<file path="config.mk">
export PLATFORM = sky130hd
export DESIGN_NAME = cdi_core
export DESIGN_NICKNAME = d
export VERILOG_FILES = /design/src/rtl/cdi_pkg.sv /design/src/rtl/cdi_core.sv /design/src/rtl/cdi_divu.sv /design/src/rtl/cdi_sync.sv
export SDC_FILE = /design/constraint.sdc
export NUM_CORES = 1
export LEC_CHECK = 0
export BUFFER_PORTS_ARGS = -buffer_cell sky130_fd_sc_hd__buf_2
export CORE_MARGIN = 2
export CORE_UTILIZATION = 25
export CTS_CLUSTER_SIZE = 28
export DETAILED_ROUTE_END_ITERATION = 10
export PLACE_DENSITY_LB_ADDON = 0.15
export SYNTH_ARGS = -nofsm -noshare
export SYNTH_HDL_FRONTEND = slang
export SYNTH_SLANG_ARGS = --single-unit
</file>
<file path="constraint.sdc">
create_clock -name aclk -period 34.3 [get_ports aclk]
set_input_delay 0 -clock aclk [delete_from_list [all_inputs] [get_ports aclk]]
set_output_delay 0 -clock aclk [all_outputs]
set_load 0.05 [all_outputs]
</file>
<file path="src/rtl/cdi_pkg.sv">
// Shared constants and types for the divide / interrupt-disable execution block.
// Assumes a single core clock; all offsets are byte addresses on a 32-bit AXI4-Lite bus.
package cdi_pkg;

  // ==========================================================
  // Bus geometry
  localparam int unsigned REG_AW = 8;
  localparam int unsigned DATA_W = 32;
  localparam logic [1:0] RESP_OKAY = 2'h0;
  localparam logic [1:0] RESP_SLVERR = 2'h2;

  // ==========================================================
  // Register offsets
  localparam logic [7:0] OFF_INSTR = 8'h00;
  localparam logic [7:0] OFF_STATUS = 8'h04;
  localparam logic [7:0] OFF_FLAGS = 8'h08;
  localparam logic [7:0] OFF_SYSMODE = 8'h0C;
  localparam logic [7:0] OFF_IRQ_PEND = 8'h10;
  localparam logic [7:0] OFF_IRQ_MASK = 8'h14;
  localparam logic [7:0] OFF_IRQ_VEC = 8'h18;
  localparam logic [7:0] OFF_WREG_BASE = 8'h40;
  localparam logic [7:0] OFF_WREG_LAST = 8'h7C;

  // ==========================================================
  // Field positions
  localparam int unsigned FLG_C = 7;
  localparam int unsigned FLG_Z = 6;
  localparam int unsigned FLG_S = 5;
  localparam int unsigned FLG_V = 4;
  localparam int unsigned FLG_D = 3;
  localparam int unsigned FLG_H = 2;
  localparam int unsigned GIE_BIT = 0;
  localparam int unsigned STS_BUSY = 0;
  localparam int unsigned STS_BADOPC = 1;

  // ==========================================================
  // Reset values
  localparam logic [7:0] FLAGS_RST = 8'h00;
  localparam logic [7:0] SYSMODE_RST = 8'h00;
  localparam logic [7:0] MASK_RST = 8'h00;
  localparam logic [7:0] WREG_RST = 8'h00;

  // ==========================================================
  // Opcodes and cycle counts
  localparam logic [7:0] OPC_IOFF = 8'h8F;
  localparam logic [7:0] OPC_DIV_REG = 8'h94;
  localparam logic [7:0] OPC_DIV_IND = 8'h95;
  localparam logic [7:0] OPC_DIV_IMM = 8'h96;
  localparam logic [4:0] CYC_IOFF = 5'h04;
  localparam logic [4:0] CYC_DIV_ZERO = 5'h0A;
  localparam logic [4:0] CYC_DIV = 5'h1A;

  // ==========================================================
  // Types
  typedef enum logic [1:0] {
    EX_IDLE = 2'b00,
    EX_IOFF = 2'b01,
    EX_DIV = 2'b10
  } cdi_exec_t;

  typedef struct packed {
    logic [7:0] dst;
    logic [7:0] src;
    logic [7:0] opcode;
  } cdi_instr_t;

  typedef struct packed {
    logic [15:0] dividend;
    logic [7:0] divisor;
  } cdi_div_in_t;

  typedef struct packed {
    logic [7:0] quot;
    logic [7:0] rem;
    logic c;
    logic z;
    logic s;
    logic v;
  } cdi_div_out_t;

endpackage

</file>
<file path="src/rtl/cdi_core.sv">
// Execution block for the interrupt-disable and unsigned divide instructions.
// Assumes an AXI4-Lite master on aclk and asynchronous interrupt request pins.
//
// Overview of operation
// (RULE1) Interrupt-disable instruction clears bit 0 of the system mode register.
// (RULE2) Requests still set pending bits while disabled; none is serviced then.
// (RULE3) Interrupt-disable leaves every condition flag as it was.
// (RULE4) Interrupt-disable is opcode 8F and takes 4 cycles.
// (RULE5) Software should disable interrupts before editing mask or pending state.
// (RULE6) Divide treats a 16-bit dividend and 8-bit divisor as unsigned.
// (RULE7) Quotient goes to the lower half, remainder to the upper half.
// (RULE8) Even register of the pair takes remainder, following odd takes quotient.
// (RULE9) Overflow set on zero divisor or quotient above eight bits.
// (RULE10) Carry set only on overflow with quotient 256 to 511.
// (RULE11) Zero set when divisor or quotient is zero.
// (RULE12) Sign copies quotient bit 7; decimal-adjust and half-carry stay.
// (RULE13) Divide is three bytes; 94 register, 95 indirect, 96 immediate source.
// (RULE14) Divide takes 10 cycles on zero divisor, 26 otherwise.
//
// Design decisions made here: the AXI4-Lite slave port and the register offsets.
module cdi_core #(
  parameter int unsigned ADDR_W = 12,
  parameter int unsigned IRQ_W = 8
) (
  // Clock and reset
  input wire logic aclk,
  input wire logic aresetn,
  // AXI4-Lite write address
  input wire logic [ADDR_W-1:0] s_awaddr,
  input wire logic s_awvalid,
  output logic s_awready,
  // AXI4-Lite write data
  input wire logic [cdi_pkg::DATA_W-1:0] s_wdata,
  input wire logic [3:0] s_wstrb,
  input wire logic s_wvalid,
  output logic s_wready,
  // AXI4-Lite write response
  output logic [1:0] s_bresp,
  output logic s_bvalid,
  input wire logic s_bready,
  // AXI4-Lite read address
  input wire logic [ADDR_W-1:0] s_araddr,
  input wire logic s_arvalid,
  output logic s_arready,
  // AXI4-Lite read data
  output logic [cdi_pkg::DATA_W-1:0] s_rdata,
  output logic [1:0] s_rresp,
  output logic s_rvalid,
  input wire logic s_rready,
  // Interrupt requests and service
  input wire logic [IRQ_W-1:0] irq_req,
  output logic global_int_en,
  output logic int_take,
  output logic [2:0] int_vector
);
  import cdi_pkg::*;

  if (ADDR_W < REG_AW || IRQ_W < 1 || IRQ_W > 8)
  begin : g_chk
    $error("cdi_core: ADDR_W must be >= 8 and IRQ_W in 1..8");
  end

  // ==========================================================
  // Declarations
  logic aw_full_q, aw_full_d, w_full_q, w_full_d;
  logic [ADDR_W-1:0] aw_addr_q, aw_addr_d;
  logic [DATA_W-1:0] w_data_q, w_data_d;
  logic [3:0] w_strb_q, w_strb_d;
  logic awready_q, awready_d, wready_q, wready_d;
  logic bvalid_q, bvalid_d, arready_q, arready_d, rvalid_q, rvalid_d;
  logic [1:0] bresp_q, bresp_d, rresp_q, rresp_d;
  logic [DATA_W-1:0] rdata_q, rdata_d;
  logic do_write;
  logic [7:0] wa;
  logic sw_instr, sw_flags, sw_smr, sw_pclr, sw_mask, sw_wreg;

  cdi_exec_t ex_q, ex_d;
  logic [4:0] cnt_q, cnt_d;
  cdi_instr_t ins_q, ins_d;
  cdi_div_in_t din_q, din_d;
  cdi_div_out_t dout;
  logic [7:0] flags_q, flags_d, smr_q, smr_d;
  logic bad_q, bad_d, take_q, take_d;
  logic [2:0] vec_q, vec_d;
  logic [7:0] wreg_q [16];
  logic [7:0] wreg_d [16];
  cdi_instr_t new_ins;
  logic [7:0] src_val;

  logic [7:0] pend_q, pend_d, mask_q, mask_d;
  logic [IRQ_W-1:0] irq_rise;
  logic [7:0] irq_rise8;

  // ==========================================================
  // Helpers
  function automatic logic cdi_mapped(input logic [ADDR_W-1:0] a);
    logic [7:0] lo;
    lo = a[7:0];
    cdi_mapped = ((a >> REG_AW) == '0) && (lo[1:0] == 2'b00) &&
      ((lo <= OFF_IRQ_VEC) || ((lo >= OFF_WREG_BASE) && (lo <= OFF_WREG_LAST)));
  endfunction

  // Register-pair halves: even index upper, following odd index lower
  function automatic logic [3:0] cdi_pair(input logic [7:0] b, input logic odd);
    cdi_pair = {b[3:1], odd}; // RULE8
  endfunction

  function automatic logic [2:0] cdi_lowest(input logic [7:0] v);
    cdi_lowest = 3'h0;
    for (int i = 7; i >= 0; i--)
    begin
      if (v[i])
      begin
        cdi_lowest = 3'(i);
      end
    end
  endfunction

  // ==========================================================
  // Submodules
  cdi_sync #(.W(IRQ_W)) u_sync (
    .aclk(aclk),
    .aresetn(aresetn),
    .pin(irq_req),
    .level(),
    .rise(irq_rise)
  );

  cdi_divu u_div (
    .din(din_q),
    .dout(dout)
  );

  assign irq_rise8 = 8'(irq_rise);

  // ==========================================================
  // AXI4-Lite slave: address and data held independently, write once both are in
  always_comb
  begin
    aw_full_d = aw_full_q;
    aw_addr_d = aw_addr_q;
    w_full_d = w_full_q;
    w_data_d = w_data_q;
    w_strb_d = w_strb_q;
    bvalid_d = bvalid_q && !s_bready;
    bresp_d = bresp_q;
    rvalid_d = rvalid_q && !s_rready;
    rresp_d = rresp_q;
    rdata_d = rdata_q;
    do_write = aw_full_q && w_full_q && !bvalid_q;
    wa = aw_addr_q[7:0];
    sw_instr = 1'b0;
    sw_flags = 1'b0;
    sw_smr = 1'b0;
    sw_pclr = 1'b0;
    sw_mask = 1'b0;
    sw_wreg = 1'b0;
    if (s_awvalid && awready_q)
    begin
      aw_full_d = 1'b1;
      aw_addr_d = s_awaddr;
    end
    if (s_wvalid && wready_q)
    begin
      w_full_d = 1'b1;
      w_data_d = s_wdata;
      w_strb_d = s_wstrb;
    end
    if (do_write)
    begin
      aw_full_d = 1'b0;
      w_full_d = 1'b0;
      bvalid_d = 1'b1;
      bresp_d = cdi_mapped(aw_addr_q) ? RESP_OKAY : RESP_SLVERR;
      if (cdi_mapped(aw_addr_q))
      begin
        // Opcode, source and destination bytes must arrive together
        sw_instr = (wa == OFF_INSTR) && (w_strb_q[2:0] == 3'b111);
        sw_flags = (wa == OFF_FLAGS) && w_strb_q[0];
        sw_smr = (wa == OFF_SYSMODE) && w_strb_q[0];
        sw_pclr = (wa == OFF_IRQ_PEND) && w_strb_q[0];
        sw_mask = (wa == OFF_IRQ_MASK) && w_strb_q[0];
        sw_wreg = (wa >= OFF_WREG_BASE) && w_strb_q[0];
      end
    end
    awready_d = !aw_full_d;
    wready_d = !w_full_d;
    if (s_arvalid && arready_q)
    begin
      rvalid_d = 1'b1;
      rdata_d = 32'h0000_0000;
      rresp_d = cdi_mapped(s_araddr) ? RESP_OKAY : RESP_SLVERR;
      if (cdi_mapped(s_araddr))
      begin
        case (s_araddr[7:0])
          OFF_INSTR: rdata_d[23:0] = ins_q;
          OFF_STATUS:
          begin
            rdata_d[STS_BUSY] = (ex_q != EX_IDLE);
            rdata_d[STS_BADOPC] = bad_q;
          end
          OFF_FLAGS: rdata_d[7:0] = flags_q;
          OFF_SYSMODE: rdata_d[7:0] = smr_q;
          OFF_IRQ_PEND: rdata_d[7:0] = pend_q;
          OFF_IRQ_MASK: rdata_d[7:0] = mask_q;
          OFF_IRQ_VEC: rdata_d[2:0] = vec_q;
          default: rdata_d[7:0] = wreg_q[s_araddr[5:2]];
        endcase
      end
    end
    arready_d = !rvalid_d;
  end

  always_ff @(posedge aclk)
  begin
    if (!aresetn)
    begin
      aw_full_q <= 1'b0;
      aw_addr_q <= '0;
      w_full_q <= 1'b0;
      w_data_q <= 32'h0000_0000;
      w_strb_q <= 4'h0;
      awready_q <= 1'b0;
      wready_q <= 1'b0;
      bvalid_q <= 1'b0;
      bresp_q <= RESP_OKAY;
      arready_q <= 1'b0;
      rvalid_q <= 1'b0;
      rresp_q <= RESP_OKAY;
      rdata_q <= 32'h0000_0000;
    end
    else
    begin
      aw_full_q <= aw_full_d;
      aw_addr_q <= aw_addr_d;
      w_full_q <= w_full_d;
      w_data_q <= w_data_d;
      w_strb_q <= w_strb_d;
      awready_q <= awready_d;
      wready_q <= wready_d;
      bvalid_q <= bvalid_d;
      bresp_q <= bresp_d;
      arready_q <= arready_d;
      rvalid_q <= rvalid_d;
      rresp_q <= rresp_d;
      rdata_q <= rdata_d;
    end
  end

  // ==========================================================
  // Instruction execution and interrupt acceptance
  always_comb
  begin
    ex_d = ex_q;
    cnt_d = cnt_q;
    ins_d = ins_q;
    din_d = din_q;
    flags_d = flags_q;
    smr_d = smr_q;
    bad_d = bad_q;
    take_d = 1'b0;
    vec_d = vec_q;
    wreg_d = wreg_q;
    new_ins = w_data_q[23:0];
    // Operand source by addressing mode
    case (new_ins.opcode)
      OPC_DIV_REG: src_val = wreg_q[new_ins.src[3:0]]; // RULE13
      OPC_DIV_IND: src_val = wreg_q[wreg_q[new_ins.src[3:0]][3:0]]; // RULE13
      default: src_val = new_ins.src; // RULE13
    endcase
    case (ex_q)
      EX_IDLE:
      begin
        // Flags, system mode and working registers are only writable while no instruction runs
        if (sw_flags)
        begin
          flags_d = w_data_q[7:0];
        end
        if (sw_smr)
        begin
          smr_d = w_data_q[7:0];
        end
        if (sw_wreg)
        begin
          wreg_d[wa[5:2]] = w_data_q[7:0];
        end
        if (sw_instr)
        begin
          ins_d = new_ins;
          bad_d = 1'b0;
          case (new_ins.opcode)
            OPC_IOFF:
            begin
              ex_d = EX_IOFF; // RULE4
              cnt_d = CYC_IOFF - 5'h01; // RULE4
            end
            OPC_DIV_REG, OPC_DIV_IND, OPC_DIV_IMM:
            begin
              ex_d = EX_DIV; // RULE13
              din_d.dividend = {wreg_q[cdi_pair(new_ins.dst, 1'b0)], wreg_q[cdi_pair(new_ins.dst, 1'b1)]}; // RULE8
              din_d.divisor = src_val;
              cnt_d = (src_val == 8'h00) ? CYC_DIV_ZERO - 5'h01 : CYC_DIV - 5'h01; // RULE14
            end
            default: bad_d = 1'b1;
          endcase
        end
        else if (smr_q[GIE_BIT] && ((pend_q & mask_q) != 8'h00))
        begin
          // Servicing drops the global enable so one request vectors once
          take_d = 1'b1; // RULE2
          vec_d = cdi_lowest(pend_q & mask_q);
          smr_d[GIE_BIT] = 1'b0;
        end
      end
      EX_IOFF:
      begin
        if (cnt_q == 5'h00)
        begin
          smr_d[GIE_BIT] = 1'b0; // RULE1 RULE3
          ex_d = EX_IDLE;
        end
        else
        begin
          cnt_d = cnt_q - 5'h01;
        end
      end
      EX_DIV:
      begin
        if (cnt_q == 5'h00)
        begin
          flags_d[FLG_C] = dout.c; // RULE10
          flags_d[FLG_Z] = dout.z; // RULE11
          flags_d[FLG_S] = dout.s; // RULE12
          flags_d[FLG_V] = dout.v; // RULE9
          // A zero divisor leaves the pair untouched; overflowed results are written anyway
          if (din_q.divisor != 8'h00)
          begin
            wreg_d[cdi_pair(ins_q.dst, 1'b0)] = dout.rem; // RULE7 RULE8
            wreg_d[cdi_pair(ins_q.dst, 1'b1)] = dout.quot; // RULE7 RULE8
          end
          ex_d = EX_IDLE;
        end
        else
        begin
          cnt_d = cnt_q - 5'h01;
        end
      end
      default: ex_d = EX_IDLE;
    endcase
  end

  always_ff @(posedge aclk)
  begin
    if (!aresetn)
    begin
      ex_q <= EX_IDLE;
      cnt_q <= 5'h00;
      ins_q <= '0;
      din_q <= '0;
      flags_q <= FLAGS_RST;
      smr_q <= SYSMODE_RST;
      bad_q <= 1'b0;
      take_q <= 1'b0;
      vec_q <= 3'h0;
      for (int i = 0; i < 16; i++)
      begin
        wreg_q[i] <= WREG_RST;
      end
    end
    else
    begin
      ex_q <= ex_d;
      cnt_q <= cnt_d;
      ins_q <= ins_d;
      din_q <= din_d;
      flags_q <= flags_d;
      smr_q <= smr_d;
      bad_q <= bad_d;
      take_q <= take_d;
      vec_q <= vec_d;
      wreg_q <= wreg_d;
    end
  end

  // ==========================================================
  // Pending and mask: a new request beats a clear in the same cycle
  always_comb
  begin
    pend_d = pend_q;
    mask_d = mask_q;
    if (sw_pclr)
    begin
      pend_d = pend_q & ~w_data_q[7:0];
    end
    pend_d = pend_d | irq_rise8; // RULE2
    if (sw_mask)
    begin
      mask_d = w_data_q[7:0];
    end
  end

  always_ff @(posedge aclk)
  begin
    if (!aresetn)
    begin
      pend_q <= 8'h00;
      mask_q <= MASK_RST;
    end
    else
    begin
      pend_q <= pend_d;
      mask_q <= mask_d;
    end
  end

  // ==========================================================
  // Outputs
  assign s_awready = awready_q;
  assign s_wready = wready_q;
  assign s_bvalid = bvalid_q;
  assign s_bresp = bresp_q;
  assign s_arready = arready_q;
  assign s_rvalid = rvalid_q;
  assign s_rresp = rresp_q;
  assign s_rdata = rdata_q;
  assign global_int_en = smr_q[GIE_BIT];
  assign int_take = take_q;
  assign int_vector = vec_q;

endmodule

</file>
<file path="src/rtl/cdi_divu.sv">
// Combinational unsigned 16-by-8 divide with flag generation.
// Assumes the caller holds the operands stable until it commits the result.
module cdi_divu (
  // Operands
  input cdi_pkg::cdi_div_in_t din,
  // Result and flags
  output cdi_pkg::cdi_div_out_t dout
);
  import cdi_pkg::*;

  logic [15:0] q_full;
  logic [15:0] r_full;
  logic dz;

  // ==========================================================
  // Divide; the full quotient is kept so overflow can be judged
  always_comb
  begin
    dz = (din.divisor == 8'h00);
    q_full = 16'h0000;
    r_full = 16'h0000;
    if (!dz)
    begin
      q_full = din.dividend / {8'h00, din.divisor}; // RULE6
      r_full = din.dividend % {8'h00, din.divisor}; // RULE6
    end
    dout.quot = q_full[7:0]; // RULE7
    dout.rem = r_full[7:0]; // RULE7
    dout.v = dz || (q_full[15:8] != 8'h00); // RULE9
    dout.c = !dz && (q_full[15:9] == 7'h00) && q_full[8]; // RULE10
    dout.z = dz || (q_full == 16'h0000); // RULE11
    dout.s = q_full[7]; // RULE12
  end

endmodule

</file>
<file path="src/rtl/cdi_sync.sv">
// Three-stage input synchroniser with agreement filter and rising-edge pulse.
// Assumes inputs are asynchronous to aclk; the first stage feeds only the second.
module cdi_sync #(
  parameter int unsigned W = 8
) (
  // Clock and reset
  input wire logic aclk,
  input wire logic aresetn,
  // Pins in, filtered level and rise out
  input wire logic [W-1:0] pin,
  output logic [W-1:0] level,
  output logic [W-1:0] rise
);

  logic [W-1:0] s1_q;
  logic [W-1:0] s2_q;
  logic [W-1:0] st3_q;
  logic [W-1:0] lvl_q;
  logic [W-1:0] lvl_d;

  if (W < 1)
  begin : g_chk
    $error("cdi_sync: W must be at least 1");
  end

  // ==========================================================
  // Filter: a change counts once stages two and three agree
  always_comb
  begin
    lvl_d = lvl_q;
    for (int i = 0; i < W; i++)
    begin
      if (s2_q[i] == st3_q[i])
      begin
        lvl_d[i] = s2_q[i];
      end
    end
  end

  always_ff @(posedge aclk)
  begin
    if (!aresetn)
    begin
      s1_q <= '0;
      s2_q <= '0;
      st3_q <= '0;
      lvl_q <= '0;
    end
    else
    begin
      s1_q <= pin;
      s2_q <= s1_q;
      st3_q <= s2_q;
      lvl_q <= lvl_d;
    end
  end

  assign level = lvl_q;
  assign rise = lvl_d & ~lvl_q;

endmodule

</file>
Yosys cells after proc, flatten, opt, wreduce, memory -nomap -nowiden. Index checks and enable logic that the tools add are counted.

Register bits: 326. Latch bits: 0. RAM bits: 0. Bits in read-only memories: 0. Bits of input ports: 75. Logic and storage cells: 282. Memories: 0.

$add $sub $neg: 1. Multipliers: 0. Div/mod/pow operators: 2. $lt $le $gt $ge: 17. Equal/unequal tests: 34. Shift operators: 0. Mux-type cells: 92. Bitwise gates (word level): 17. Reductions and logical operators: 70.

Operator list (number): 128-bit bitwise mux (3); 128-bit two-way mux (3); 128-bit one-hot mux with 2 select lines (1); 8-bit binary-select mux with 4-bit select (5); 8-bit two-way mux (16); 8-bit demux with 4-bit select (3); 8-bit by 5-bit == test with 1-bit output, second input constant (5); 5-bit >= comparator, second input constant (8); 4-bit inverter with 5-bit output (8); 8-bit by 4-bit == test with 1-bit output, second input constant (4); 8-bit == test, second input constant (4); 8-bit logical NOT (4); 1-bit two-way mux (32); 16-bit two-way mux (2); 5-bit one-hot mux with 6 select lines (1); 1-bit logical AND (25); 8-bit bitwise AND (3); 12-bit logical NOT (2); 24-bit two-way mux (1); 3-bit two-way mux (8); 8-bit nonzero test (3); 5-bit one-hot mux with 2 select lines (2); 16-bit by 8-bit divider with 16-bit output (1); 8-bit by 7-bit >= comparator with 1-bit output, second input constant (2); 38 further kinds (87).

Longest topological paths before layout. Gate-level depths: netlist of the first run.

Depth in word-level cells: 14. Mapped depth: 159. Mapped depth without buffers: 144.

Cells and area by module. Synthesis of the first run repeated with hierarchy kept, for this count alone.

Cell total of the unflattened synthesis: 2959. Area total of the unflattened synthesis: 24215.7 um2.

Modules (own cells, without submodules): cdi_core (times used 1, cells each 1999, area each 17136.4 um2, seq. area each 5845.6 um2); cdi_divu (times used 1, cells each 861, area each 6058.3 um2, seq. area each 0.0 um2); cdi_sync (times used 1, cells each 99, area each 1021.0 um2, seq. area each 640.6 um2).

Worst setup path before layout of the first run. No wires, ideal clock.

Path kind: reg2reg. Start: register din_q[7] (netlist bit). End: register wreg_q[30] (netlist bit). Library setup time: 0.139 ns. Arrival: 31.450 ns. Data required time: 34.161 ns. Slack: 2.711 ns. Stages on the path, launching flop included: 153. Path buffers: 15. Clock period less this slack: 31.589 ns. Cell sequence: dfxtp_1 > buf_6 > nor4_1 > nand2_1 > nor2_1 > a21oi_1 > a21oi_1 > ha_1 > or4b_2 > a311oi_1 > nor3_1 > ha_1 > o211ai_1 > a211o_1 > o221a_2 > or2_2 > ha_1 > o211ai_1 > [... 117 more ...] > nor3_1 > a21oi_1 > inv_1 > ha_1 > a21oi_1 > o21bai_1 > a21o_1 > a21o_1 > o21ai_0 > nand2b_1 > a21oi_1 > nand3b_1 > a2111o_1 > buf_6 > buf_2 > buf_1 > a32oi_1 > o31ai_1.

Word-level cells in the longest chain between the ends: 7.

Ends and longest elaborated chain: start, declared (line cdi_core.sv:80) `cdi_div_in_t din_q, din_d;`; start signal, assigned (line cdi_core.sv:375) `din_q <= din_d;`; 16-bit by 8-bit modulo with 16-bit output / 8-bit logical NOT (equally long branches) (line cdi_divu.sv:25, cdi_divu.sv:19); 8-bit two-way mux (line cdi_divu.sv:22) `if (!dz)`; 128-bit bitwise mux (line cdi_core.sv:338) `wreg_d[cdi_pair(ins_q.dst, 1'b0)] = dout.rem;`; 128-bit bitwise mux (line cdi_core.sv:339) `wreg_d[cdi_pair(ins_q.dst, 1'b1)] = dout.quot;`; 128-bit two-way mux (line cdi_core.sv:336) `if (din_q.divisor != 8'h00)`; 128-bit two-way mux (line cdi_core.sv:329) `if (cnt_q == 5'h00)`; 128-bit one-hot mux with 2 select lines (line cdi_core.sv:271) `case (ex_q)`; end signal, assigned (line cdi_core.sv:381) `wreg_q <= wreg_d;`; end, declared (line cdi_core.sv:85) `logic [7:0] wreg_q [16];`.

Several ways; a longest one is shown, not always the timed one. The select of a mux whose other input is x is not followed. A chain may end at the register's enable or synchronous reset.

Worst setup path in the final report of the first run.
Start: register din_q[7] (netlist bit). End: register wreg_q[120] (netlist bit).

The elaborated chain is that of the path after synthesis.

==> metrics.sh, run 1 <==
FINAL.MIN_CLOCK_PERIOD_PS=31860
POWER.IR.VDD_WORST_mV=0.03466
SYNTH_SIMPLE_GATE_AREA_SHARE_PCT=20.45
MAIN_COMBINATIONAL_CELL_FAMILY_BY_AREA_AFTER_SYNTHESIS='compound AO/OA/AOI/OAI gates'
DP.FINAL_HPWL_UM=74120
DRV.MAX_CAP_VIOLATION_COUNT=0
INITIAL_ANTENNA_VIOLATION_COUNT=2
TIMING.CLOCK.SKEW_PS=23.14
ROUTE.ANTENNA.REMAINING_NETS=0
NUMBER_OF_STORAGE_ELEMENTS_IN_THE_SYNTHESIS_NETLIST=324
CRITICAL_PATH_PEAK_FANOUT=32
R2R_WORST_PATH_DEPTH=141
FINALSETUPVIOLATIONS=0
YOSYSMOSTFREQUENTCELL='nor2_1'
TRITONCTS='done'
INTPOWER_mW=0.6879
CRIT_PATH_END_KIND='flip-flop'
WORST_SLEW_MARGIN_REL_PCT=12.95
COMB_POWER_SHARE_PCT=10.3
CLK_TRANSITION_REPORTED_PATHS_PS=60
DIE_WIDTH_UM=317.5
CP_SLOWEST_STAGE_DELAY_PS=630
FILLER_CELL_COUNT=10420
YOSYS.AREA_SHARE.XOR_XNOR_PCT=1.604
PNR_TOTAL_POWER_mW=0.9493
GP_CONGESTION=0.8438
CLKSINKCOUNT=324
PWR_DENSITY_CELL_nW_PER_UM2=32.06
LAYOUT_WORST_PATH_CYCLE_SHARE_PCT=92.87
WORST_SLEW_PIN_SLEW_PS=1296
DRIVE_GT1_SHARE_PCT=19.11
TIMING.HOLD.WORST_PATH_DEPTH=5
FINAL_NET_COUNT=3350
POST_LAYOUT_NONFILLER_INSTANCES=4475
FINAL.SETUP.TNS_PS=0
CRITICAL_PATH.REG2REG.STARTPOINT='din_q[7]$_SDFFE_PN0P_'
PATH_CLASS='flip-flop to flip-flop'
FLOORPLAN.ROWS=114
HOLD_START='s_wvalid'
AREAGROWTHSYNTHTOFINISH_PCT=20.49
DETAILEDROUTE.FIRSTPASSITERATIONCOUNT=6
CTS.PATH.MAX_BUFFERS=3
DIEHEIGHT_UM=317.5
CTS.HTREE.LEVELS=2
TOTAL_OF_WARNINGS_RAISED_BY_YOSYS=0
INITIAL_UTILIZATION_PCT=25.33
POWER_SWITCHING_SHARE_PCT=27.53
DPL-INSTANCE-AREA_UM2=27360
MIN-DELAY-PATH-CLASS='input pin to flip-flop'
ROUTED-VIA-COUNT=24580
CRIT_PATH_START_KIND='flip-flop'
HOLD_VIOL=0
GRT_PASS1_WL_UM=153400
FINAL_WIRELENGTH_UM=103800
FIRST_GLOBAL_VIAS=23250
SLEW_VIOLATIONS=0
POSTLAYOUTCELLAREA_UM2=29610
SYNTH_TOP_AREA_CELL='dfxtp_1'
CRIT_REQUIRED_PS=34840
DESIGN.DIE.AREA_UM2=100800
BUFFER_PORTS.INSERTED=101
FMAXACHIEVABLE_MHz=31.39
AREA_OF_THE_CORE_UM2=96990
YOSYSSEQAREASHARE_PCT=26.40
NUMBER_OF_BUFFERS_CREATED_BY_CTS=41
TIMING.RR.END='wreg_q[120]$_SDFFE_PN0P_'
HOLD_PATH_END='w_data_q[22]$_SDFFE_PN0P_'
SHARE_SEQ_OF_TOTAL_POWER_PCT=41.5
CRIT_PATH_FREQUENT_CELL='a21oi_1'
SYNTH_AREA_PER_CELL_UM2=8.262
POWER_SWITCHING_mW=0.2614
PIN_COUNT_OF_THE_BIGGEST_NET_ENTERING_GLOBAL_ROUTING=94
CLOCKPOWERSHARE_PCT=48.3
CRITPATHSLOWESTCELL='or4b_1'
WORST_SKEW_PAIR_LATENCY_PS=600
OUTCOME='completed'
AREA_SHARE_OF_FA_HA_MAJ_CELLS_AFTER_SYNTHESIS_PCT=5.520
SYNTHTOPCELLSBYCOUNT='nor2_1, nand2_1, dfxtp_1'
REGISTER_AREA_UM2=6492
PLACED_CELLS_INCL_TAPS=4328
CLOCK_ROOT_BUFFER_MASTER='clkbuf_16'
SETUP_REPAIR_AFTER_GLOBAL_ROUTING_MISSED_ITS_MARGIN='false'
SYNTH_TOP_CELL_AREA_SHARE_PCT=26.40
SYNTH_COMPOUND_AREA_SHARE_PCT=24.73
SYNTH_AREA_LEADERS='dfxtp_1, mux4_2, nor2_1, ha_1, nand2_1'
GRT_USE_TOTAL_PCT=19.82
REG2REG_SLACK_PS=2440
VIASPERCELL=5.493
SYNTHCELLS=2974
P_LEAK_nW=10.44
WP_DATA_ARRIVAL_PS=32390
SYNTH.MUX.AREA_FRACTION_PCT=16.89
DRT-WIRELENGTH-PER-CELL_UM=23.20
POST_SYNTH_INSTANCE_AREA_UM2=24570
GRT-OVFL-TOTAL=0
NUMBER_OF_LIBRARY_CELL_TYPES_MAPPED_BY_SYNTHESIS=99
SYNTH_TOP_FLOP_CELL='dfxtp_1'
ASYNCSETRESETFLOPFRACSYNTH_PCT=0
SYNTH-EDFF-COUNT=0
DRT_FIRST_ITER_VIOLATIONS=1982
DRC=0
MULTI_INPUT_AREA_UM2=17210
IO_PINS=121
[worst max-delay path: cells and delay by family, from the launching register on]
kind	cells	cell delay, ps
AOI/OAI and AO/OA	76	15590
adders and majority gates	15	4590
buffers and inverters	5	810
DFF	1	410
muxes	2	730
and+or+nand+nor	43	9600
[worst max-delay path by stage]
stage | from | endpoint | slack, ps | depth (start not counted)
2_1_floorplan | din_q[7]$_SDFFE_PN0P_ | wreg_q[30]$_SDFFE_PN0P_ | 2710 | 152
3_3_place_gp | din_q[7]$_SDFFE_PN0P_ | wreg_q[120]$_SDFFE_PN0P_ | 1270 | 141
3_5_place_dp | din_q[7]$_SDFFE_PN0P_ | wreg_q[120]$_SDFFE_PN0P_ | 1370 | 141
4_1_cts | din_q[7]$_SDFFE_PN0P_ | wreg_q[120]$_SDFFE_PN0P_ | 1150 | 142
5_1_grt | din_q[7]$_SDFFE_PN0P_ | wreg_q[120]$_SDFFE_PN0P_ | 40 | 142
6_report | din_q[7]$_SDFFE_PN0P_ | wreg_q[120]$_SDFFE_PN0P_ | 2440 | 141
[metal layers]
layer	part of all wire, %	GRT usage, %	vias up
met5	0.013	0	-
met4	3.5	6.593	2
met3	5.2	2.495	176
met2	47	33.00	786
met1	45	26.47	12060
li1	-	-	11560
[power by group through the flow]
| stage | logic, mW | clock network (mW) | registers [mW] |
|---|---|---|---|
| 3_5_place_dp | 0.0908 | 0 | 0.402 |
| 2_1_floorplan | 0.0615 | 0 | 0.398 |
| 5_1_grt | 0.105 | 0.483 | 0.394 |
| 6_report | 0.0973 | 0.458 | 0.394 |
| 3_3_place_gp | 0.0909 | 0 | 0.402 |
| 4_1_cts | 0.0972 | 0.469 | 0.394 |
[layout make-up]
cell class	instances	area share (%)
sequential	324	21.93
antenna	1	0.008452
tap	1276	5.393
clock inverter	19	0.7100
timing repair buffer	359	9.179
multi-input combinational	2392	58.11
inverter	50	0.6593
clock buffer	54	4.006
[registers in the layout, summed over array words and instances (netlist names), 2 cells and up]
name          count
aw_addr_q        12
cnt_q             5
din_q            24
ex_q              2
flags_q           8
ins_q            24
int_vector        3
mask_q            8
pend_q            8
s_rdata          24
smr_q             8
u_sync.level      8
u_sync.s1_q       8
u_sync.s2_q       8
u_sync.st3_q      8
w_data_q         24
w_strb_q          3
wreg_q          128
[per-stage QoR]
stage               utilization (%)  hold slack [ps]  setup slack, ps
floorplan                         -            127.3             2711
global placement              28.20            211.4             1265
detailed placement            28.20            214.0             1366
CTS                           30.37           0.4378             1148
global route                  30.52            48.46            39.12
finish                        30.52            23.10             2445
[cells by family (layout without fill, tap and decap cells)]
kind of cell | Yosys count | count (layout)
compound gates | 909 | 909
xor+xnor | 45 | 45
fa+ha+maj | 108 | 108
buf+inv | 267 | 482
flops | 324 | 324
mux | 233 | 233
other cells | 1 | 11
simple gates | 1087 | 1087
[cells in the final DEF (no fill, tap or decap), types with 70 or more instances in the layout]
cell type	instances
dfxtp_1	319
a22oi_1	74
a21oi_1	221
nand2_1	350
o21ai_0	153
ha_1	106
buf_4	180
a211oi_1	87
dlygate4sd3_1	70
mux4_2	141
nor2_1	360
nor3_1	80
buf_2	101
[repair_timing]
action	4_1_cts	5_1_grt
endpoints found under the setup margin	0	73
hold endpoints to repair	52	0
hold buffers	70	0
resized for setup	0	29
buffers inserted	0	3
Note: power is estimated with default switching activity, not from simulation.
==> run 2: changes to the inputs <==
- CTS_CLUSTER_SIZE: 28 -> 24
- PLACE_DENSITY_LB_ADDON: 0.15 -> 0.12
==> run 2 against run 1 <==
Effect of this change: clock-buffer cell count rose by 3; non-clock buffer count fell by 32; routed wire length rose by 2.0%; worst hold slack improved by 4.0 ps; largest power group unchanged; utilization fell by 0.095 points; global-route usage rose by 0.35 points; sequential power barely moved; final cell count fell by 0.69%; largest cell class unchanged.
==> metrics.sh, run 2 (synthesis gave the netlist of run 1 again) <==
CTS.HTREE.LEVELS=2  # unchanged
MET3_USAGE_PCT=2.482  # -0.013 points
GRT-OVFL-TOTAL=0  # unchanged
HOLD_VIOL=0  # unchanged
WORST_SETUP_PATH_STARTPOINT='din_q[7]$_SDFFE_PN0P_'
POWER.IR.VDD_WORST_mV=0.03441  # -0.74%
PIN_COUNT_OF_THE_BIGGEST_NET_ENTERING_GLOBAL_ROUTING=162  # +72%
CRITICAL_PATH_PEAK_FANOUT=39  # +22%
DRC=0  # unchanged
FINALSETUPVIOLATIONS=0  # unchanged
AREAGROWTHSYNTHTOFINISH_PCT=20.11
FIRST_GLOBAL_VIAS=23890  # +2.8%
P_LEAK_nW=10.34  # -0.96%
ROUTED-VIA-COUNT=24720  # +0.57%
CRIT_PATH_END_KIND='flip-flop'
VIASPERCELL=5.563  # +1.3%
REG2REG_SLACK_PS=2140  # -300 ps
GRT_UTIL_MET1_PCT=26.74  # +0.27 points
WORST_SLEW_MARGIN_REL_PCT=5.920  # -7.0 points
CRIT_PATH_END='wreg_q[104]$_SDFFE_PN0P_'
FINAL_NET_COUNT=3319  # -0.93%
MIN-DELAY-PATH-CLASS='input pin to flip-flop'
LAYOUT_COMMON_CELLS='nor2_1, nand2_1, dfxtp_1'
INITIAL_UTILIZATION_PCT=25.33  # unchanged
TRITONCTS='done'
CTS.PATH.MAX_BUFFERS=3  # unchanged
FLOORPLAN.ROWS=114  # unchanged
WORST_SLEW_PIN_SLEW_PS=1411  # +115.4 ps
R2R_WORST_PATH_DEPTH=140  # -0.71%
AREA_OF_THE_CORE_UM2=96990  # unchanged
CP_SLOWEST_STAGE_DELAY_PS=670  # +40 ps
DRT_FIRST_ITER_VIOLATIONS=2371  # +20%
DESIGN.DIE.AREA_UM2=100800  # unchanged
GLOBAL_ROUTE.USAGE.MET2_PCT=33.24  # +0.23 points
FINAL.MIN_CLOCK_PERIOD_PS=32160  # +301.1 ps
REGISTER_AREA_UM2=6490  # about the same
WORST_SKEW_PAIR_LATENCY_PS=600  # about the same
NUMBER_OF_BUFFERS_CREATED_BY_CTS=42  # +2.4%
MULTI_INPUT_AREA_UM2=17250  # +0.26%
PATH_CLASS='flip-flop to flip-flop'
MAX_FLOP_REGISTER='wreg_q'
N_ANTENNA_CELL=0  # -1
CRITICAL_PATH.REG2REG.STARTPOINT='din_q[7]$_SDFFE_PN0P_'
CRITPATHSLOWESTCELL='or4b_1'
GRT_PASS1_WL_UM=155900  # +1.6%
IO_PINS=121  # unchanged
GP_CONGESTION=0.8641  # +2.4%
DP_SLACK_PS=891.8  # -474.6 ps
TIMING.CLOCK.SKEW_PS=29.33  # +6.196 ps
FINAL_WIRELENGTH_UM=105900  # +2.0%
DRIVE_GT1_SHARE_PCT=18.40  # -0.70 points
ROUTE.ANTENNA.REMAINING_NETS=0  # unchanged
WP_DATA_ARRIVAL_PS=32690  # +300 ps
FMAXACHIEVABLE_MHz=31.10  # -0.94%
INITIAL_ANTENNA_VIOLATION_COUNT=2  # unchanged
FINAL.SETUP.TNS_PS=0  # unchanged
FINAL_CRITICAL_PATH_SETUP_SLACK_PS=2144  # -301.1 ps
FILLER_CELL_COUNT=10270  # -1.4%
CLOCK_ROOT_BUFFER_MASTER='clkbuf_16'
BUFFER_PORTS.INSERTED=101  # unchanged
DIE_WIDTH_UM=317.5  # unchanged
OUTCOME='completed'
DRV.MAX_CAP_VIOLATION_COUNT=0  # unchanged
DETAILEDROUTE.FIRSTPASSITERATIONCOUNT=6  # unchanged
PNR_TOTAL_POWER_mW=0.9673  # +1.9%
TIMING.RR.END='wreg_q[104]$_SDFFE_PN0P_'
MAX_REG_FLOPS=128  # unchanged
CRIT_PATH_START_KIND='flip-flop'
DIEHEIGHT_UM=317.5  # unchanged
GLOBAL_ROUTE.PEAK_USAGE_LAYER='met2'
PWR_DENSITY_CELL_nW_PER_UM2=32.77  # +2.2%
DP.FINAL_HPWL_UM=75390  # +1.7%
GRT_USE_TOTAL_PCT=20.17  # +0.35 points
LAYOUT_WORST_PATH_CYCLE_SHARE_PCT=93.75  # +0.88 points
SLEW_VIOLATIONS=0  # unchanged
CLK_TRANSITION_REPORTED_PATHS_PS=60  # about the same
DRT-WIRELENGTH-PER-CELL_UM=23.82  # +2.7%
CLKSINKCOUNT=324  # unchanged
CRIT_REQUIRED_PS=34830  # about the same
LAYOUT.CELLS.MOST_COMMON='nor2_1'
==> run 2: changes by cell type in the layout (fill, tap and decap cells not counted), sizes merged <==
cell	previous run	this run
clkinv	12	9
buf	289	251
dlygate4sd3	70	76
bufinv	3	5
clkbuf	54	57
diode	1	0
==> run 2: timing repair <==
| action | 4_1_cts | 5_1_grt |
|---|---|---|
| setup buffers | 0 | 6 |
| hold endpoints to repair | 51 | 0 |
| hold buffers | 76 | 0 |
| gates resized for setup | 0 | 38 |
| setup endpoints to repair | 0 | 73 |
==> run 2: final cells by class <==
class	count	share of cell area, %
timing repair buffer	327	8.530
sequential	324	21.99
clock buffer	57	4.057
tap	1276	5.410
multi-input combinational	2392	58.45
clock inverter	18	0.9030
inverter	50	0.6614
==> run 2: metal layers <==
metal	up-vias	share of wire, %
li1	11500	-
met1	12160	44
met2	878	46
met3	179	5.8
met4	2	4.2
met5	-	0.011
==> run 2: how the worst min path moves through the flow <==
stage          depth (start not counted)       start  slack [ps]                        end
6_report                               5    s_wvalid          30  w_data_q[15]$_SDFFE_PN0P_
5_1_grt                                4   s_awvalid          60  aw_addr_q[0]$_SDFFE_PN0P_
4_1_cts                                5    s_wvalid         0.3  w_data_q[15]$_SDFFE_PN0P_
3_5_place_dp                           2  irq_req[4]         210  u_sync.s1_q[4]$_SDFF_PN0_
3_3_place_gp                           2  irq_req[2]         210  u_sync.s1_q[2]$_SDFF_PN0_
2_1_floorplan                          1  irq_req[0]         130  u_sync.s1_q[0]$_SDFF_PN0_
==> run 2: worst max-delay path, delay by kind of cell (launching register included) <==
family,cells,cell delay (ps)
muxes,2,700
and+or+nand+nor,41,9210
buffers and inverters,6,1040
DFF,1,440
AOI/OAI and AO/OA,76,16160
adders and majority gates,15,4420
==> run 2: stage by stage <==
step           instance area (um2)  cells  util (%)  hold WS [ps]
6_report                     29510   4444     30.43         27.12
5_1_grt                      29510   4444     30.43         63.57
4_1_cts                      29300   4438     30.21        0.2673
3_5_place_dp                 27080   4287     27.92         213.4
3_3_place_gp                 27080   4287     27.92         213.5
2_1_floorplan                24600   2983         -         127.3
==> run 2: where the power goes <==
group / switching [mW] / leakage (nW) / internal, mW
sequential: 0.0108 / 2.62 / 0.384
clock: 0.192 / 0.714 / 0.284
combinational: 0.0601 / 7.00 / 0.0369
==> run 3: changes to the inputs <==
- CORE_ASPECT_RATIO: unset -> 0.5
==> run 3 against run 2 <==
Effect of this change: combinational power is 0.6% lower; sequential share of layout area hardly changed; register-to-register slack hardly changed; routed wire length is 0.34% lower; non-clock buffer count stayed put; utilization is 0.23 points lower; fmax hardly changed; final cell count is 1.2% higher; setup slack hardly changed.
==> metrics.sh, run 3 (synthesis gave the netlist of run 1 again) <==
CRITICAL_PATH_PEAK_FANOUT=36  # -7.7%
DRT-WIRELENGTH-PER-CELL_UM=23.46  # -1.5%
LAYOUT_WORST_PATH_CYCLE_SHARE_PCT=93.75  # about the same
FLOORPLAN.ROWS=81  # -29%
TIMING.CLOCK.SKEW_PS=23.44  # -5.890 ps
LAYOUT_COMMON_CELLS='nor2_1, nand2_1, dfxtp_1'
REG2REG_SLACK_PS=2140  # about the same
DESIGN.DIE.AREA_UM2=101000  # +0.15%
CRIT_PATH_END_KIND='flip-flop'
HOLD_VIOL=0  # unchanged
AREAGROWTHSYNTHTOFINISH_PCT=19.95
CRIT_REQUIRED_PS=34830  # about the same
CLK_TRANSITION_REPORTED_PATHS_PS=60  # about the same
CRITICAL_PATH.REG2REG.STARTPOINT='din_q[5]$_SDFFE_PN0P_'
CLOCK_ROOT_BUFFER_MASTER='clkbuf_16'
POST_LAYOUT_NONFILLER_INSTANCES=4497  # +1.2%
FINALHOLDWORSTSLACK_PS=22.97  # -4.146 ps
SLEW_VIOLATIONS=0  # unchanged
IO_PINS=121  # unchanged
GRT-OVFL-TOTAL=0  # unchanged
PWR_DENSITY_CELL_nW_PER_UM2=32.85  # +0.22%
FINAL_CORE_UTILIZATION_PCT=30.20  # -0.23 points
CRIT_PATH_FREQUENT_CELL='a21oi_1'
CTS.HTREE.LEVELS=2  # unchanged
POSTLAYOUTCELLAREA_UM2=29470  # -0.14%
DP.FINAL_HPWL_UM=74800  # -0.79%
FINAL_CRITICAL_PATH_SETUP_SLACK_PS=2143  # -0.4100 ps
DP_SLACK_PS=886.5  # -5.347 ps
GRT_USE_TOTAL_PCT=20.34  # +0.17 points
FIRST_GLOBAL_VIAS=23230  # -2.8%
WORST_SLEW_PIN_SLEW_PS=1345  # -66.67 ps
GP_CONGESTION=0.8795  # +1.8%
GRT_PASS1_WL_UM=155200  # -0.47%
FINAL_WIRELENGTH_UM=105500  # -0.34%
TRITONCTS='done'
FINAL_NET_COUNT=3318  # -0.030%
DIE_WIDTH_UM=447.4  # +41%
PLACED_CELLS_INCL_TAPS=4349  # +1.4%
WORST_SETUP_PATH_STARTPOINT='din_q[5]$_SDFFE_PN0P_'
WP_DATA_ARRIVAL_PS=32690  # about the same
FILLER_CELL_COUNT=10400  # +1.2%
VIASPERCELL=5.489  # -1.3%
ROUTED-VIA-COUNT=24680  # -0.15%
DRIVE_GT1_SHARE_PCT=18.16  # -0.25 points
DETAILEDROUTE.FIRSTPASSITERATIONCOUNT=6  # unchanged
CLKSINKCOUNT=324  # unchanged
DIEHEIGHT_UM=225.7  # -29%
CRIT_PATH_START_KIND='flip-flop'
FMAXACHIEVABLE_MHz=31.10  # about the same
ROUTE.ANTENNA.REMAINING_NETS=0  # unchanged
INITIAL_ANTENNA_VIOLATION_COUNT=6  # +4
FINAL.MIN_CLOCK_PERIOD_PS=32160  # +0.4100 ps
MAX_REG_FLOPS=128  # unchanged
MIN-DELAY-PATH-CLASS='input pin to flip-flop'
WORST_SKEW_PAIR_LATENCY_PS=590  # about the same
DRV.MAX_CAP_VIOLATION_COUNT=0  # unchanged
FINALSETUPVIOLATIONS=0  # unchanged
WORST_SLEW_MARGIN_REL_PCT=10.03  # +4.1 points
P_LEAK_nW=10.31  # -0.28%
CP_SLOWEST_STAGE_DELAY_PS=630  # -40 ps
CRITPATHSLOWESTCELL='or4b_2'
AREA_OF_THE_CORE_UM2=97600  # +0.62%
PATH_CLASS='flip-flop to flip-flop'
DRC=0  # unchanged
PNR_TOTAL_POWER_mW=0.9681  # about the same
LAYOUT.CELLS.MOST_COMMON='nor2_1'
POWER.IR.VDD_WORST_mV=0.02978  # -13%
MAX_FLOP_REGISTER='wreg_q'
INITIAL_UTILIZATION_PCT=25.18  # -0.16 points
HOLD_START='s_wvalid'
NUMBER_OF_BUFFERS_CREATED_BY_CTS=41  # -2.4%
OUTCOME='completed'
DPL-INSTANCE-AREA_UM2=27160  # +0.31%
BUFFER_PORTS.INSERTED=101  # unchanged
DRT_FIRST_ITER_VIOLATIONS=2180  # -8.1%
FINAL.SETUP.TNS_PS=0  # unchanged
CTS.PATH.MAX_BUFFERS=3  # unchanged
PIN_COUNT_OF_THE_BIGGEST_NET_ENTERING_GLOBAL_ROUTING=87  # -46%
## run 3: path summary, 6_finish.rpt
check	to	depth (start not counted)
max	wreg_q[24]$_SDFFE_PN0P_	143
min	w_strb_q[2]$_SDFFE_PN0P_	5
max reg2reg	wreg_q[24]$_SDFFE_PN0P_	143
min reg2reg	u_sync.s2_q[3]$_SDFF_PN0_	1
## run 3: worst max-delay path, delay by kind of cell (launching register included)
kind / cells / cell delay (ps)
AND/OR/NAND/NOR: 42 / 9160
adder cells (fa/ha/maj): 15 / 4570
buffers and inverters: 9 / 1310
multiplexers: 2 / 470
AO/OA/AOI/OAI: 75 / 16210
flip-flops: 1 / 290
## run 3: layout make-up
class	count	area (um2)	area share, %
repair buffers	327	2450	8.312
inverters	50	195.2	0.6623
well taps	1328	1662	5.638
multi-input cells	2392	17210	58.40
clock inverters	14	230.2	0.7811
diodes	2	5.005	0.01698
flip-flops and latches	324	6490	22.02
clock buffers	60	1229	4.169
## run 3: power breakdown
part           switching (mW)  internal, mW  leakage (nW)
clock                   0.191         0.288         0.718
sequential            0.00936         0.384          2.62
combinational          0.0601        0.0363          6.97
## run 3: timing repair
| action | in CTS | in global routing |
|---|---|---|
| buffers inserted | 0 | 3 |
| resized for setup | 0 | 27 |
| hold buffers | 69 | 0 |
| setup endpoints to repair | 0 | 73 |
| endpoints found under the hold margin | 58 | 0 |
## run 3: per-layer routing
metal,vias up,part of all wire (%),track usage (%)
met5,-,0,0
met4,0,2.5,5.318
met3,123,5.9,2.435
met2,845,45,32.61
met1,12210,47,28.80
li1,11500,-,-
